===== src/logic/conditioner_pkg.sv =====
// Shared constants and types for the port traffic conditioner.
package conditioner_pkg;

  // ==========================================================================
  // Register map (byte addresses)
  localparam logic [7:0] CTRL_OFF      = 8'h00;
  localparam logic [7:0] RX_RATE_OFF   = 8'h04;
  localparam logic [7:0] TX_RATE_OFF   = 8'h08;
  localparam logic [7:0] STORM_THR_OFF = 8'h0C;
  localparam logic [7:0] RX_DROP_OFF   = 8'h10;
  localparam logic [7:0] STORM_DROP_OFF = 8'h14;
  localparam logic [7:0] LEVEL_OFF     = 8'h18;

  // ==========================================================================
  // Control register fields
  localparam int RX_UNLIM_BIT = 0;
  localparam int TX_UNLIM_BIT = 1;
  localparam int STORM_EN_BIT = 2;
  localparam int STORM_TYPE_LSB = 4;
  localparam int DEF_PRIO_LSB = 8;

  // ==========================================================================
  // Rates in kbps and their reset values
  localparam int RATE_W = 20;
  localparam logic [RATE_W-1:0] RX_RATE_MIN  = 20'd3500;
  localparam logic [RATE_W-1:0] TX_RATE_MIN  = 20'd64;
  localparam logic [RATE_W-1:0] STORM_MIN    = 20'd3500;
  localparam logic [RATE_W-1:0] RATE_MAX     = 20'd1000000;
  localparam logic [RATE_W-1:0] STORM_RESET  = 20'd3500;
  localparam logic [2:0]        PRIO_RESET   = 3'h0;

  // ==========================================================================
  // Token buckets: one refill per millisecond adds the kbps figure in bits.
  localparam int TOK_W = 24;
  localparam logic [TOK_W-1:0] FRAME_BITS_MAX = 24'd12144;
  localparam int CLK_PERIOD_NS = 25;
  localparam int REFILL_NS     = 1000000;
  localparam int REFILL_CYCLES = REFILL_NS / CLK_PERIOD_NS;
  localparam int LEN_W = 14;

  // ==========================================================================
  // Frame classes and storm selections
  typedef enum logic [1:0] {
    KIND_UNICAST = 2'b00,
    KIND_BCAST   = 2'b01,
    KIND_MCAST   = 2'b10,
    KIND_UNKNOWN = 2'b11
  } frame_kind_t;

  typedef enum logic [1:0] {
    STORM_B   = 2'b00,
    STORM_BM  = 2'b01,
    STORM_BMU = 2'b10
  } storm_type_t;

endpackage : conditioner_pkg


===== src/logic/port_rate_storm_priority.sv =====
// Per-port rate limiting, storm control and default priority with register access.
// Operation
// - Ingress unlimited by default, no limit then
// - Ingress limit rate 3500 to 1000000 kbps
// - Egress unlimited by default, no limit then
// - Egress limit rate 64 to 1000000 kbps
// - Storm control polices flooded frame classes
// - Selector: bcast, bcast+mcast, or plus unknown
// - Storm control per port, disabled by default
// - Storm threshold 3500 to 1000000, default 3500
// - Untagged frames get the port default priority
// - Default priority 0 lowest to 7 highest
//
// Design decisions made here: the AHB-Lite register port and the register addresses.
`timescale 1ns/100ps
`default_nettype none

// ============================================================================
// Simple synchronous FIFO with valid/ready on both sides.
module frame_fifo #(
  parameter int DW    = 14,
  parameter int DEPTH = 8
) (
  input  wire logic                       clk,
  input  wire logic                       rst_n,
  input  wire logic                       in_valid,
  output logic                            in_ready,
  input  wire logic [DW-1:0]              in_data,
  output logic                            out_valid,
  input  wire logic                       out_ready,
  output logic [DW-1:0]                   out_data,
  output logic [$clog2(DEPTH):0]          level
);
  localparam int AW = $clog2(DEPTH);

  logic [DW-1:0] mem_q [DEPTH];
  logic [AW-1:0] wp_q;
  logic [AW-1:0] rp_q;
  logic [AW:0]   cnt_q;
  logic          push;
  logic          pop;

  // Full and empty come straight from the occupancy count.
  assign in_ready  = (cnt_q != AW'(0) + (AW+1)'(DEPTH)) ? 1'b1 : 1'b0;
  assign out_valid = (cnt_q != '0);
  assign push      = in_valid && in_ready;
  assign pop       = out_valid && out_ready;
  assign out_data  = mem_q[rp_q];
  assign level     = cnt_q;

  // Storage is written only; no reset needed on the data array.
  always_ff @(posedge clk)
  begin
    if (push)
    begin
      mem_q[wp_q] <= in_data;
    end
  end

  // Pointers and count.
  always_ff @(posedge clk or negedge rst_n)
  begin
    if (!rst_n)
    begin
      wp_q  <= '0;
      rp_q  <= '0;
      cnt_q <= '0;
    end
    else
    begin
      if (push)
      begin
        wp_q <= wp_q + 1'b1;
      end
      if (pop)
      begin
        rp_q <= rp_q + 1'b1;
      end
      if (push && !pop)
      begin
        cnt_q <= cnt_q + 1'b1;
      end
      else if (pop && !push)
      begin
        cnt_q <= cnt_q - 1'b1;
      end
    end
  end
endmodule : frame_fifo

// ============================================================================
// Top level: one switch port.
module port_rate_storm_priority #(
  parameter int REFILL_CYC = conditioner_pkg::REFILL_CYCLES,
  parameter int EG_DEPTH   = 8
) (
  input  wire logic                                  hclk,
  input  wire logic                                  hresetn,
  input  wire logic                                  hsel,
  input  wire logic [31:0]                           haddr,
  input  wire logic [1:0]                            htrans,
  input  wire logic                                  hwrite,
  input  wire logic [2:0]                            hsize,
  input  wire logic [31:0]                           hwdata,
  input  wire logic                                  hready,
  output logic                                       hreadyout,
  output logic                                       hresp,
  output logic [31:0]                                hrdata,
  input  wire logic                                  rx_valid,
  output logic                                       rx_ready,
  input  wire logic [conditioner_pkg::LEN_W-1:0]     rx_len,
  input  wire conditioner_pkg::frame_kind_t          rx_kind,
  input  wire logic                                  rx_tagged,
  input  wire logic [2:0]                            rx_prio,
  output logic                                       fwd_valid,
  input  wire logic                                  fwd_ready,
  output logic [conditioner_pkg::LEN_W-1:0]          fwd_len,
  output logic [2:0]                                 fwd_prio,
  input  wire logic                                  eg_valid,
  output logic                                       eg_ready,
  input  wire logic [conditioner_pkg::LEN_W-1:0]     eg_len,
  output logic                                       tx_valid,
  input  wire logic                                  tx_ready,
  output logic [conditioner_pkg::LEN_W-1:0]          tx_len
);
  import conditioner_pkg::*;

  localparam int TCW = $clog2(REFILL_CYC);
  localparam int FLW = $clog2(EG_DEPTH) + 1;

  // Configuration and status state.
  logic              rx_unlim_q;
  logic              tx_unlim_q;
  logic              storm_en_q;
  storm_type_t       storm_type_q;
  logic [2:0]        def_prio_q;
  logic [RATE_W-1:0] rx_rate_q;
  logic [RATE_W-1:0] tx_rate_q;
  logic [RATE_W-1:0] storm_thr_q;
  logic [15:0]       rx_drop_q;
  logic [15:0]       storm_drop_q;

  // Bus phase capture.
  logic              wr_pend_q;
  logic [7:0]        wr_addr_q;
  logic              addr_ok;

  // Refill timing and buckets: 0 ingress, 1 storm, 2 egress.
  logic [TCW-1:0]    tick_cnt_q;
  logic              tick;
  logic [TOK_W-1:0]  rate_w [3];
  logic [TOK_W-1:0]  use_w  [3];
  logic [TOK_W-1:0]  tok_w  [3];

  // Stream path signals.
  logic [TOK_W-1:0]  rx_bits;
  logic [TOK_W-1:0]  eg_bits;
  logic              rx_take;
  logic              storm_sel;
  logic              lim_hit;
  logic              storm_hit;
  logic              rx_drop;
  logic              fifo_valid;
  logic              fifo_pop;
  logic              tx_ok;
  logic [LEN_W-1:0]  fifo_len;
  logic [FLW-1:0]    fifo_level;

  // Keeps a written rate inside its programmable range.
  function automatic logic [RATE_W-1:0] clamp_rate(
    input logic [31:0]       v,
    input logic [RATE_W-1:0] lo
  );
    if (v < 32'(lo))
    begin
      return lo;
    end
    else if (v > 32'(RATE_MAX))
    begin
      return RATE_MAX;
    end
    return v[RATE_W-1:0];
  endfunction : clamp_rate

  // ==========================================================================
  // AHB-Lite slave: zero wait states, always OKAY.
  assign hreadyout = 1'b1;
  assign hresp     = 1'b0;
  assign addr_ok   = hsel && hready && htrans[1];

  // Read data is latched at the address phase so it comes from a flop.
  always_ff @(posedge hclk or negedge hresetn)
  begin
    if (!hresetn)
    begin
      hrdata <= 32'h0000_0000;
    end
    else if (addr_ok && !hwrite)
    begin
      unique case (haddr[7:0])
        CTRL_OFF:       hrdata <= {21'h0, def_prio_q, 2'h0, storm_type_q,
                                   1'b0, storm_en_q, tx_unlim_q, rx_unlim_q};
        RX_RATE_OFF:    hrdata <= {12'h000, rx_rate_q};
        TX_RATE_OFF:    hrdata <= {12'h000, tx_rate_q};
        STORM_THR_OFF:  hrdata <= {12'h000, storm_thr_q};
        RX_DROP_OFF:    hrdata <= {16'h0000, rx_drop_q};
        STORM_DROP_OFF: hrdata <= {16'h0000, storm_drop_q};
        LEVEL_OFF:      hrdata <= 32'(fifo_level);
        default:        hrdata <= 32'h0000_0000;
      endcase
    end
  end

  // Writes are remembered at the address phase and applied with hwdata.
  always_ff @(posedge hclk or negedge hresetn)
  begin
    if (!hresetn)
    begin
      wr_pend_q <= 1'b0;
      wr_addr_q <= 8'h00;
    end
    else if (hready)
    begin
      wr_pend_q <= addr_ok && hwrite;
      wr_addr_q <= haddr[7:0];
    end
  end

  // Configuration registers; an unsupported storm type falls back to all.
  always_ff @(posedge hclk or negedge hresetn)
  begin
    if (!hresetn)
    begin
      rx_unlim_q   <= 1'b1;
      tx_unlim_q   <= 1'b1;
      storm_en_q   <= 1'b0;
      storm_type_q <= STORM_B;
      def_prio_q   <= PRIO_RESET;
      rx_rate_q    <= RX_RATE_MIN;
      tx_rate_q    <= TX_RATE_MIN;
      storm_thr_q  <= STORM_RESET;
    end
    else if (wr_pend_q)
    begin
      unique case (wr_addr_q)
        CTRL_OFF:
        begin
          rx_unlim_q <= hwdata[RX_UNLIM_BIT];
          tx_unlim_q <= hwdata[TX_UNLIM_BIT];
          storm_en_q <= hwdata[STORM_EN_BIT];
          storm_type_q <= (hwdata[STORM_TYPE_LSB+:2] == 2'h3) ? STORM_BMU
                          : storm_type_t'(hwdata[STORM_TYPE_LSB+:2]);
          def_prio_q <= hwdata[DEF_PRIO_LSB+:3];
        end
        RX_RATE_OFF:   rx_rate_q   <= clamp_rate(hwdata, RX_RATE_MIN);
        TX_RATE_OFF:   tx_rate_q   <= clamp_rate(hwdata, TX_RATE_MIN);
        STORM_THR_OFF: storm_thr_q <= clamp_rate(hwdata, STORM_MIN);
        default:       ;
      endcase
    end
  end

  // ==========================================================================
  // Millisecond refill tick, a one-cycle enable.
  assign tick = (tick_cnt_q == TCW'(REFILL_CYC - 1));

  always_ff @(posedge hclk or negedge hresetn)
  begin
    if (!hresetn)
    begin
      tick_cnt_q <= '0;
    end
    else
    begin
      tick_cnt_q <= tick ? '0 : tick_cnt_q + 1'b1;
    end
  end

  // A kbps figure equals bits per millisecond, so each tick adds the rate.
  assign rate_w[0] = TOK_W'(rx_rate_q);
  assign rate_w[1] = TOK_W'(storm_thr_q);
  assign rate_w[2] = TOK_W'(tx_rate_q);

  // One bucket per limiter; the cap allows one full frame above a tick.
  for (genvar g = 0; g < 3; g++)
  begin : g_bucket
    logic [TOK_W:0]   sum;
    logic [TOK_W:0]   cap;
    logic [TOK_W-1:0] tok_q;

    assign cap   = {1'b0, rate_w[g]} + {1'b0, FRAME_BITS_MAX};
    assign sum   = {1'b0, tok_q} - {1'b0, use_w[g]}
                   + (tick ? {1'b0, rate_w[g]} : '0);
    assign tok_w[g] = tok_q;

    always_ff @(posedge hclk or negedge hresetn)
    begin
      if (!hresetn)
      begin
        tok_q <= '0;
      end
      else
      begin
        tok_q <= (sum > cap) ? cap[TOK_W-1:0] : sum[TOK_W-1:0];
      end
    end
  end

  // ==========================================================================
  // Ingress policing: a frame is spent only if it is forwarded.
  assign rx_bits  = TOK_W'({rx_len, 3'b000});
  assign rx_ready = !fwd_valid || fwd_ready;
  assign rx_take  = rx_valid && rx_ready;

  always_comb
  begin
    unique case (storm_type_q)
      STORM_B:   storm_sel = (rx_kind == KIND_BCAST);
      STORM_BM:  storm_sel = (rx_kind == KIND_BCAST) || (rx_kind == KIND_MCAST);
      default:   storm_sel = (rx_kind != KIND_UNICAST);
    endcase
    storm_sel = storm_sel && storm_en_q;
  end

  assign lim_hit   = !rx_unlim_q && (tok_w[0] < rx_bits);
  assign storm_hit = storm_sel && (tok_w[1] < rx_bits);
  assign rx_drop   = lim_hit || storm_hit;
  assign use_w[0]  = (rx_take && !rx_drop && !rx_unlim_q) ? rx_bits : '0;
  assign use_w[1]  = (rx_take && !rx_drop && storm_sel) ? rx_bits : '0;

  // Forward register; an untagged frame takes the port's default priority.
  always_ff @(posedge hclk or negedge hresetn)
  begin
    if (!hresetn)
    begin
      fwd_valid <= 1'b0;
      fwd_len   <= '0;
      fwd_prio  <= 3'h0;
    end
    else if (rx_ready)
    begin
      fwd_valid <= rx_take && !rx_drop;
      if (rx_take && !rx_drop)
      begin
        fwd_len  <= rx_len;
        fwd_prio <= rx_tagged ? rx_prio : def_prio_q;
      end
    end
  end

  // Drop counters saturate rather than wrap so software sees a storm.
  always_ff @(posedge hclk or negedge hresetn)
  begin
    if (!hresetn)
    begin
      rx_drop_q    <= 16'h0000;
      storm_drop_q <= 16'h0000;
    end
    else if (rx_take)
    begin
      if (lim_hit && rx_drop_q != 16'hFFFF)
      begin
        rx_drop_q <= rx_drop_q + 16'h0001;
      end
      if (storm_hit && !lim_hit && storm_drop_q != 16'hFFFF)
      begin
        storm_drop_q <= storm_drop_q + 16'h0001;
      end
    end
  end

  // ==========================================================================
  // Egress: frames wait in the FIFO until the bucket covers them.
  frame_fifo #(
    .DW    (LEN_W),
    .DEPTH (EG_DEPTH)
  ) u_eg_fifo (
    .clk       (hclk),
    .rst_n     (hresetn),
    .in_valid  (eg_valid),
    .in_ready  (eg_ready),
    .in_data   (eg_len),
    .out_valid (fifo_valid),
    .out_ready (fifo_pop),
    .out_data  (fifo_len),
    .level     (fifo_level)
  );

  assign eg_bits  = TOK_W'({fifo_len, 3'b000});
  assign tx_ok    = tx_unlim_q || (tok_w[2] >= eg_bits);
  assign fifo_pop = fifo_valid && tx_ok && (!tx_valid || tx_ready);
  assign use_w[2] = (fifo_pop && !tx_unlim_q) ? eg_bits : '0;

  // Transmit register.
  always_ff @(posedge hclk or negedge hresetn)
  begin
    if (!hresetn)
    begin
      tx_valid <= 1'b0;
      tx_len   <= '0;
    end
    else if (!tx_valid || tx_ready)
    begin
      tx_valid <= fifo_pop;
      if (fifo_pop)
      begin
        tx_len <= fifo_len;
      end
    end
  end
endmodule : port_rate_storm_priority

`default_nettype wire


===== config.mk =====
export PLATFORM = sky130hd
export DESIGN_NAME = port_rate_storm_priority
export DESIGN_NICKNAME = d
export VERILOG_FILES = /design/src/logic/conditioner_pkg.sv /design/src/logic/port_rate_storm_priority.sv
export SDC_FILE = /design/constraint.sdc
export NUM_CORES = 1
export LEC_CHECK = 0
export BUFFER_PORTS_ARGS = -buffer_cell sky130_fd_sc_hd__buf_2
export CAP_MARGIN = 25
export CORE_UTILIZATION = 55
export DETAILED_ROUTE_END_ITERATION = 10
export PLACE_DENSITY_LB_ADDON = 0.05
export SYNTH_ARGS = -nofsm -noshare
export SYNTH_HDL_FRONTEND = slang
export SYNTH_SLANG_ARGS = --single-unit

===== constraint.sdc =====
create_clock -name hclk -period 9.2 [get_ports hclk]
set_input_delay 0.46 -clock hclk [delete_from_list [all_inputs] [get_ports hclk]]
set_output_delay 0.46 -clock hclk [all_outputs]
set_load 0.05 [all_outputs]

# Word level (Yosys, flattened, before mapping)
# Memory sizes are Yosys's and may differ from the RTL's.
# Index checks and enable logic that the tools add are counted.
[op_classes] n_addsub=16 n_lt_le_gt_ge=9 n_eq_ne=17 muxes=34 n_reduce_logical=49
[op_table] op="20-bit two-way mux" n=9
[op_table] op="20-bit case mux with 7 select lines" n=1
[op_table] op="25-bit by 20-bit adder with 25-bit output" n=3
[op_table] op="25-bit by 21-bit > comparator with 1-bit output" n=3
[op_table] op="24-bit by 24-bit subtractor with 25-bit output" n=3
[op_table] op="24-bit two-way mux" n=3
[op_table] op="20-bit by 14-bit adder with 21-bit output (second input constant)" n=3
[op_table] op="17-bit two-way mux" n=3
[op_table] op="16-bit by 1-bit adder with 16-bit output (second input constant)" n=3
[op_table] op="24-bit by 17-bit < comparator with 1-bit output" n=2
[op_table] op="8-bit by 4-bit == test with 1-bit output (second input constant)" n=4
[op_table] op="32-bit by 20-bit > comparator with 1-bit output (second input constant)" n=1
[op_table] op="32-bit by 12-bit < comparator with 1-bit output (second input constant)" n=1
[op_table] op="32-bit by 7-bit < comparator with 1-bit output (second input constant)" n=1
[op_table] op="16-bit != test (second input constant)" n=2
[op_table] op="8-bit by 5-bit == test with 1-bit output (second input constant)" n=3
[op_table] op="24-bit by 17-bit greater-or-equal comparator with 1-bit output" n=1
[op_table] op="1-bit logical AND" n=21
[op_table] op="16-bit == test (second input constant)" n=1
[op_table] op="8-bit by 3-bit == test with 1-bit output (second input constant)" n=2
[op_table] op="8-bit logical NOT" n=2
[op_table] op="16-bit two-way mux" n=1
[op_table] op="2-bit AND reduction" n=8
[op_table] op="1-bit two-way mux" n=12
[op_table] op="other kinds (15)" n=32
[totals] regBits=272 ram_bits=112 in_bits=112 out_inout_bits=69 word_cells=151 n_memories=1
[memory_table] memory="u_eg_fifo.mem_q" words=8 word_bits=14 rd=1 rd_clocked_by_memory_dff=0 wr=1 line_no="port_rate_storm_priority.sv:36" text="logic [DW-1:0] mem_q [DEPTH];"

# Longest topological paths before layout
[logic_depth] word_depth=14 ltp_mapped=38 ltp_nobuf=34

# By module
# From an unflattened synthesis, not the netlist that was laid out.
[hier_totals] cells_unflattened=2505 hier_area_um2=24818.8
[modules_own_cells] mod="port_rate_storm_priority" n_inst=1 cells_per_inst=2281 area_each_um2=19974.2 seq_area_each_um2=6277.3
[modules_own_cells] mod="frame_fifo" n_inst=1 cells_per_inst=224 area_each_um2=4844.6 seq_area_each_um2=3613.5

# Worst setup path after synthesis
# OpenSTA, ideal clock, no wires.
[synth_path] path_type="register to register" from="register u_eg_fifo.rp_q[0]" to="register g_bucket[2].tok_q[5]" setup_ps=128 arrival_time_ps=7916 required_ps=9072 path_slack_ps=1157 stages_incl_launch_ff=37 n_path_buf=5 period_less_slack_ps=8043 path_cell_list="dfrtp_1 > clkbuf_1 > buf_2 > mux4_2 > mux2i_1 > ha_1 > and4_1 > a21oi_1 > a31oi_1 > a2111o_1 > o211ai_1 > a21oi_1 > nand2b_1 > clkbuf_1 > nor2_1 > fa_1 > inv_1 > ha_1 > clkbuf_2 > a211oi_1 > or3_1 > a41oi_1 > a311o_1 > a21oi_1 > o211ai_1 > a21oi_1 > xnor2_1 > ha_1 > nand4_1 > nor4_1 > nand2_1 > nand2_1 > nand4b_1 > nor4_1 > nand3_1 > buf_2 > mux2_1"
[synth_via] elab_chain_len=11
[synth_rtl] item="start: declaration" line_no="port_rate_storm_priority.sv:38" text="logic [AW-1:0] rp_q;"
[synth_rtl] item="start signal: assignment" line_no="port_rate_storm_priority.sv:77" text="rp_q <= rp_q + 1'b1;"
[synth_rtl] item="memory 8 x 14 bit (*)"
[synth_rtl] item="24-bit by 17-bit greater-or-equal comparator with 1-bit output" line_no="port_rate_storm_priority.sv:390" text="assign tx_ok = tx_unlim_q || (tok_w[2] >= eg_bits);"
[synth_rtl] item="1-bit logical OR" line_no="port_rate_storm_priority.sv:390"
[synth_rtl] item="1-bit logical AND (2 in series)" line_no="port_rate_storm_priority.sv:391" text="assign fifo_pop = fifo_valid && tx_ok && (!tx_valid || tx_ready);"
[synth_rtl] item="1-bit logical AND" line_no="port_rate_storm_priority.sv:392" text="assign use_w[2] = (fifo_pop && !tx_unlim_q) ? eg_bits : '0;"
[synth_rtl] item="17-bit two-way mux (*)" line_no="port_rate_storm_priority.sv:392"
[synth_rtl] item="24-bit by 24-bit subtractor with 25-bit output (*)" line_no="port_rate_storm_priority.sv:292" text="assign sum = {1'b0, tok_q} - {1'b0, use_w[g]}"
[synth_rtl] item="25-bit by 20-bit adder with 25-bit output (*)" line_no="port_rate_storm_priority.sv:293" text="+ (tick ? {1'b0, rate_w[g]} : '0);"
[synth_rtl] item="25-bit by 21-bit > comparator with 1-bit output" line_no="port_rate_storm_priority.sv:304" text="tok_q <= (sum > cap) ? cap[TOK_W-1:0] : sum[TOK_W-1:0];"
[synth_rtl] item="24-bit two-way mux (*)" line_no="port_rate_storm_priority.sv:304"
[synth_rtl] item="end signal: assignment" line_no="port_rate_storm_priority.sv:304"
[synth_rtl] item="end: declaration" line_no="port_rate_storm_priority.sv:289" text="logic [TOK_W-1:0] tok_q;"
# Every way passes the cells marked *; elsewhere a longest branch is shown, timed or not.
# A chain may end at the register's enable or synchronous reset.

# Worst setup path after layout
# Ends and elaborated chain as after synthesis.

==> run summary <==
Worst VDD drop -> 0.192 mV
htree depth -> 2
Syn Area/Cell -> 9.95 um^2
Fmax achieved -> 117 MHz
status -> completed
ys flop type -> dfrtp_1
Leakage -> 12.9 nW
crit start category -> register
Via density -> 5.83
fin. max-slew vios -> 0
Site Rows -> 77
buffers added on ports -> 138
worst-case clock buffer depth -> 3
fin nets -> 2987
Synth top area share -> 24.7%
# setup viols final -> 0
Hold Vio Cnt, Final -> 0
ys async rst share -> 69.9%
Top Ports -> 181
Slew headroom -> 27.4%
initial cell density of the core -> 55.7%
commonest non-fill, non-tap cell in the layout -> inv_1
synth-to-layout area growth -> 11.8%
min Tclk post-route -> 8560 ps
number of flops mapped to enable cells by yosys -> 112
DR WL/cell -> 20.5 um
DRT iter0 DRCs -> 1728
commonest non-fill, non-tap cells in the layout -> 310 x inv_1, 242 x dfrtp_1, 225 x nand2_1, 215 x ha_1, 137 x buf_2
Post-DRT Antenna Nets -> 0
worst min path class -> in -> reg
Die W -> 214 um
CP endpoint kind -> register
Synth Warn # -> 0
vias in the first global route -> 18400
gr usage total -> 30.0%
Arr. time, crit path -> 9040 ps
Synth Instances -> 2474
GRT Residual Overflow -> 0
period utilization -> 93.1%
post-synthesis cell type count -> 87
clock-pin slew on the worst setup and hold paths -> 60 ps
Syn Std Cell Area -> 24600 um^2
via count -> 18900
Post-Route WL -> 66600 um
RD Place Congestion -> 0.956
DR DRC count -> 0
cells on worst reg2reg path -> 32
largest net degree at the start of global routing -> 170
worst flop-to-flop path startpoint -> u_eg_fifo.rp_q[0]
CTS root buf -> clkbuf_16
drt first pass iters -> 6
unrepaired setup endpoints after global routing -> false
CTS Buf Count -> 42
first-pass GRT wire length -> 104000 um
die height -> 214 um
pwr dens -> 304 nW/um^2
Post-DP HPWL -> 49800 um
Synth area leaders -> dfrtp_1 25%, edfxtp_1 14%, ha_1 11%, inv_1 4.7%, fa_1 3.5%
initial antenna violation count -> 7
worst skew pair latency -> 610 ps
max cap viols -> 0
Worst Skew -> 45.7 ps
layout cell share with drive strength beyond 1 -> 14.3%
Critical path origin -> u_eg_fifo.rp_q[0]
Seq/Total Area, Yosys -> 40.2%
final hold slack -> 101 ps
FF-to-FF setup slack -> 640 ps
leading area contributor after synthesis -> dfrtp_1
CP required -> 9670 ps
setup TNS -> 0 ps
FF-to-FF End -> g_bucket[2].tok_q[5]
end of the critical path -> g_bucket[2].tok_q[5]
CTS tree -> yes
CP max-delay cell -> dfrtp_2
crit-path max cell delay -> 550 ps
CTS resizes -> 0
WS Path Type -> reg -> reg
flops & latches, synth -> 372
Max FO, Critical Path -> 21
Core Area -> 44200 um^2
CTS Sinks -> 372
die area -> 45600 um^2
Slew @ Worst Pin -> 1090 ps
==> sequential cells by signal (all words and copies together), names as in the netlist, 2 cells and up <==
signal	count
fwd_prio	3
u_eg_fifo.mem_q	112
tick_cnt_q	16
u_eg_fifo.wp_q	3
rx_rate_q	20
storm_drop_q	16
tx_len	14
tx_rate_q	20
hrdata	20
storm_thr_q	20
rx_drop_q	16
u_eg_fifo.rp_q	3
fwd_len	14
def_prio_q	3
storm_type_q	2
wr_addr_q	8
g_bucket.tok_q	72
u_eg_fifo.level	4
==> cell usage after synthesis, types with 13 or more instances <==
cell type and count:
nor2_1 127, nand4_1 46, nand2b_1 16, a21oi_1 126
mux2_2 53, nand3_1 55, nor4_1 23, a22o_1 18
nor2b_1 21, dfrtp_1 243, mux2i_1 56, xor2_1 59
and3_1 27, mux4_2 28, o21a_1 13, a21o_1 46
a222oi_1 14, o21ai_0 118, o21bai_1 13, a22oi_1 14
xnor2_1 86, edfxtp_1 112, ha_1 215, inv_1 310
nor3_1 31, buf_4 15, nand2_1 225, clkbuf_1 70
dfstp_2 17, fa_1 43, and2_1 38, a31oi_1 20
==> logic make-up (layout without fill, tap and decap cells) <==
group | Yosys count | in the layout | share of synthesized area, %
flops | 372 | 372 | 40.2
other cells | 2 | 25 | 0.0305
simple gates | 654 | 654 | 13.0
fa+ha+maj | 258 | 258 | 14.4
xor+xnor | 145 | 145 | 5.16
mux | 148 | 148 | 7.77
buf+inv | 414 | 569 | 6.63
compound gates | 481 | 481 | 12.8
==> critical path, delay by kind of cell (launching register included) <==
| kind | cells | cell delay, ps |
|---|---|---|
| adders and majority gates | 4 | 1310 |
| buffers and inverters | 4 | 840 |
| xor gates and xnor gates | 1 | 120 |
| muxes | 3 | 1420 |
| DFF | 1 | 550 |
| AOI/OAI and AO/OA | 9 | 1950 |
| and+or+nand+nor | 11 | 2230 |
==> power by group <==
| group | internal, mW | total (mW) | switching (mW) |
|---|---|---|---|
| clock network | 0.956 | 1.70 | 0.740 |
| registers | 1.95 | 2.17 | 0.227 |
| logic | 1.84 | 4.50 | 2.66 |
| total | 4.74 | 8.37 | 3.63 |
==> layout make-up <==
class	count	area, um^2
timing repair buffer	182	1080
antenna	2	5.00
clock inverter	25	284
multi-input combinational	1709	13200
fill	3663	16700
clock buffer	52	1110
inverter	310	1160
sequential	372	9890
tap	592	741
==> metal layers <==
| layer | vias to the layer above | wire length (um) | GRT usage, % |
|---|---|---|---|
| met5 | - | 27 | 0 |
| met4 | 4 | 1150 | 6.63 |
| met3 | 80 | 5000 | 5.89 |
| met2 | 594 | 29200 | 45.0 |
| met1 | 9337 | 31200 | 44.8 |
| li1 | 8913 | - | - |
==> worst min-delay path by stage <==
stage                           from       endpoint  slack, ps  cells after the start
after detailed placement  hrdata[16]     hrdata[16]        470                      2
final                       tx_ready       tx_valid        100                      2
after global routing        tx_ready       tx_valid         90                      2
after global placement    hrdata[16]     hrdata[16]        460                      2
after floorplan              hresetn  def_prio_q[0]        160                      0
after CTS                   tx_ready       tx_valid         70                      2
==> repair_timing <==
item                      4_1_cts  5_1_grt
hold buffers                    1        0
hold endpoints to repair       91        0
buffers inserted                0        0
==> through the flow <==
stage                     power [mW]  std cells  cell area, um^2  setup WS [ps]  utilization, %
after global placement          6.55       3161            26100            747            59.0
after CTS                       8.40       3240            27500            635            62.2
after global routing            9.06       3244            27500            105            62.2
after floorplan                 5.48       2495            24700           1160               -
after detailed placement        6.66       3162            26100            680            59.0
final                           8.37       3244            27500            637            62.2
Power figures use the tool's default switching activity.
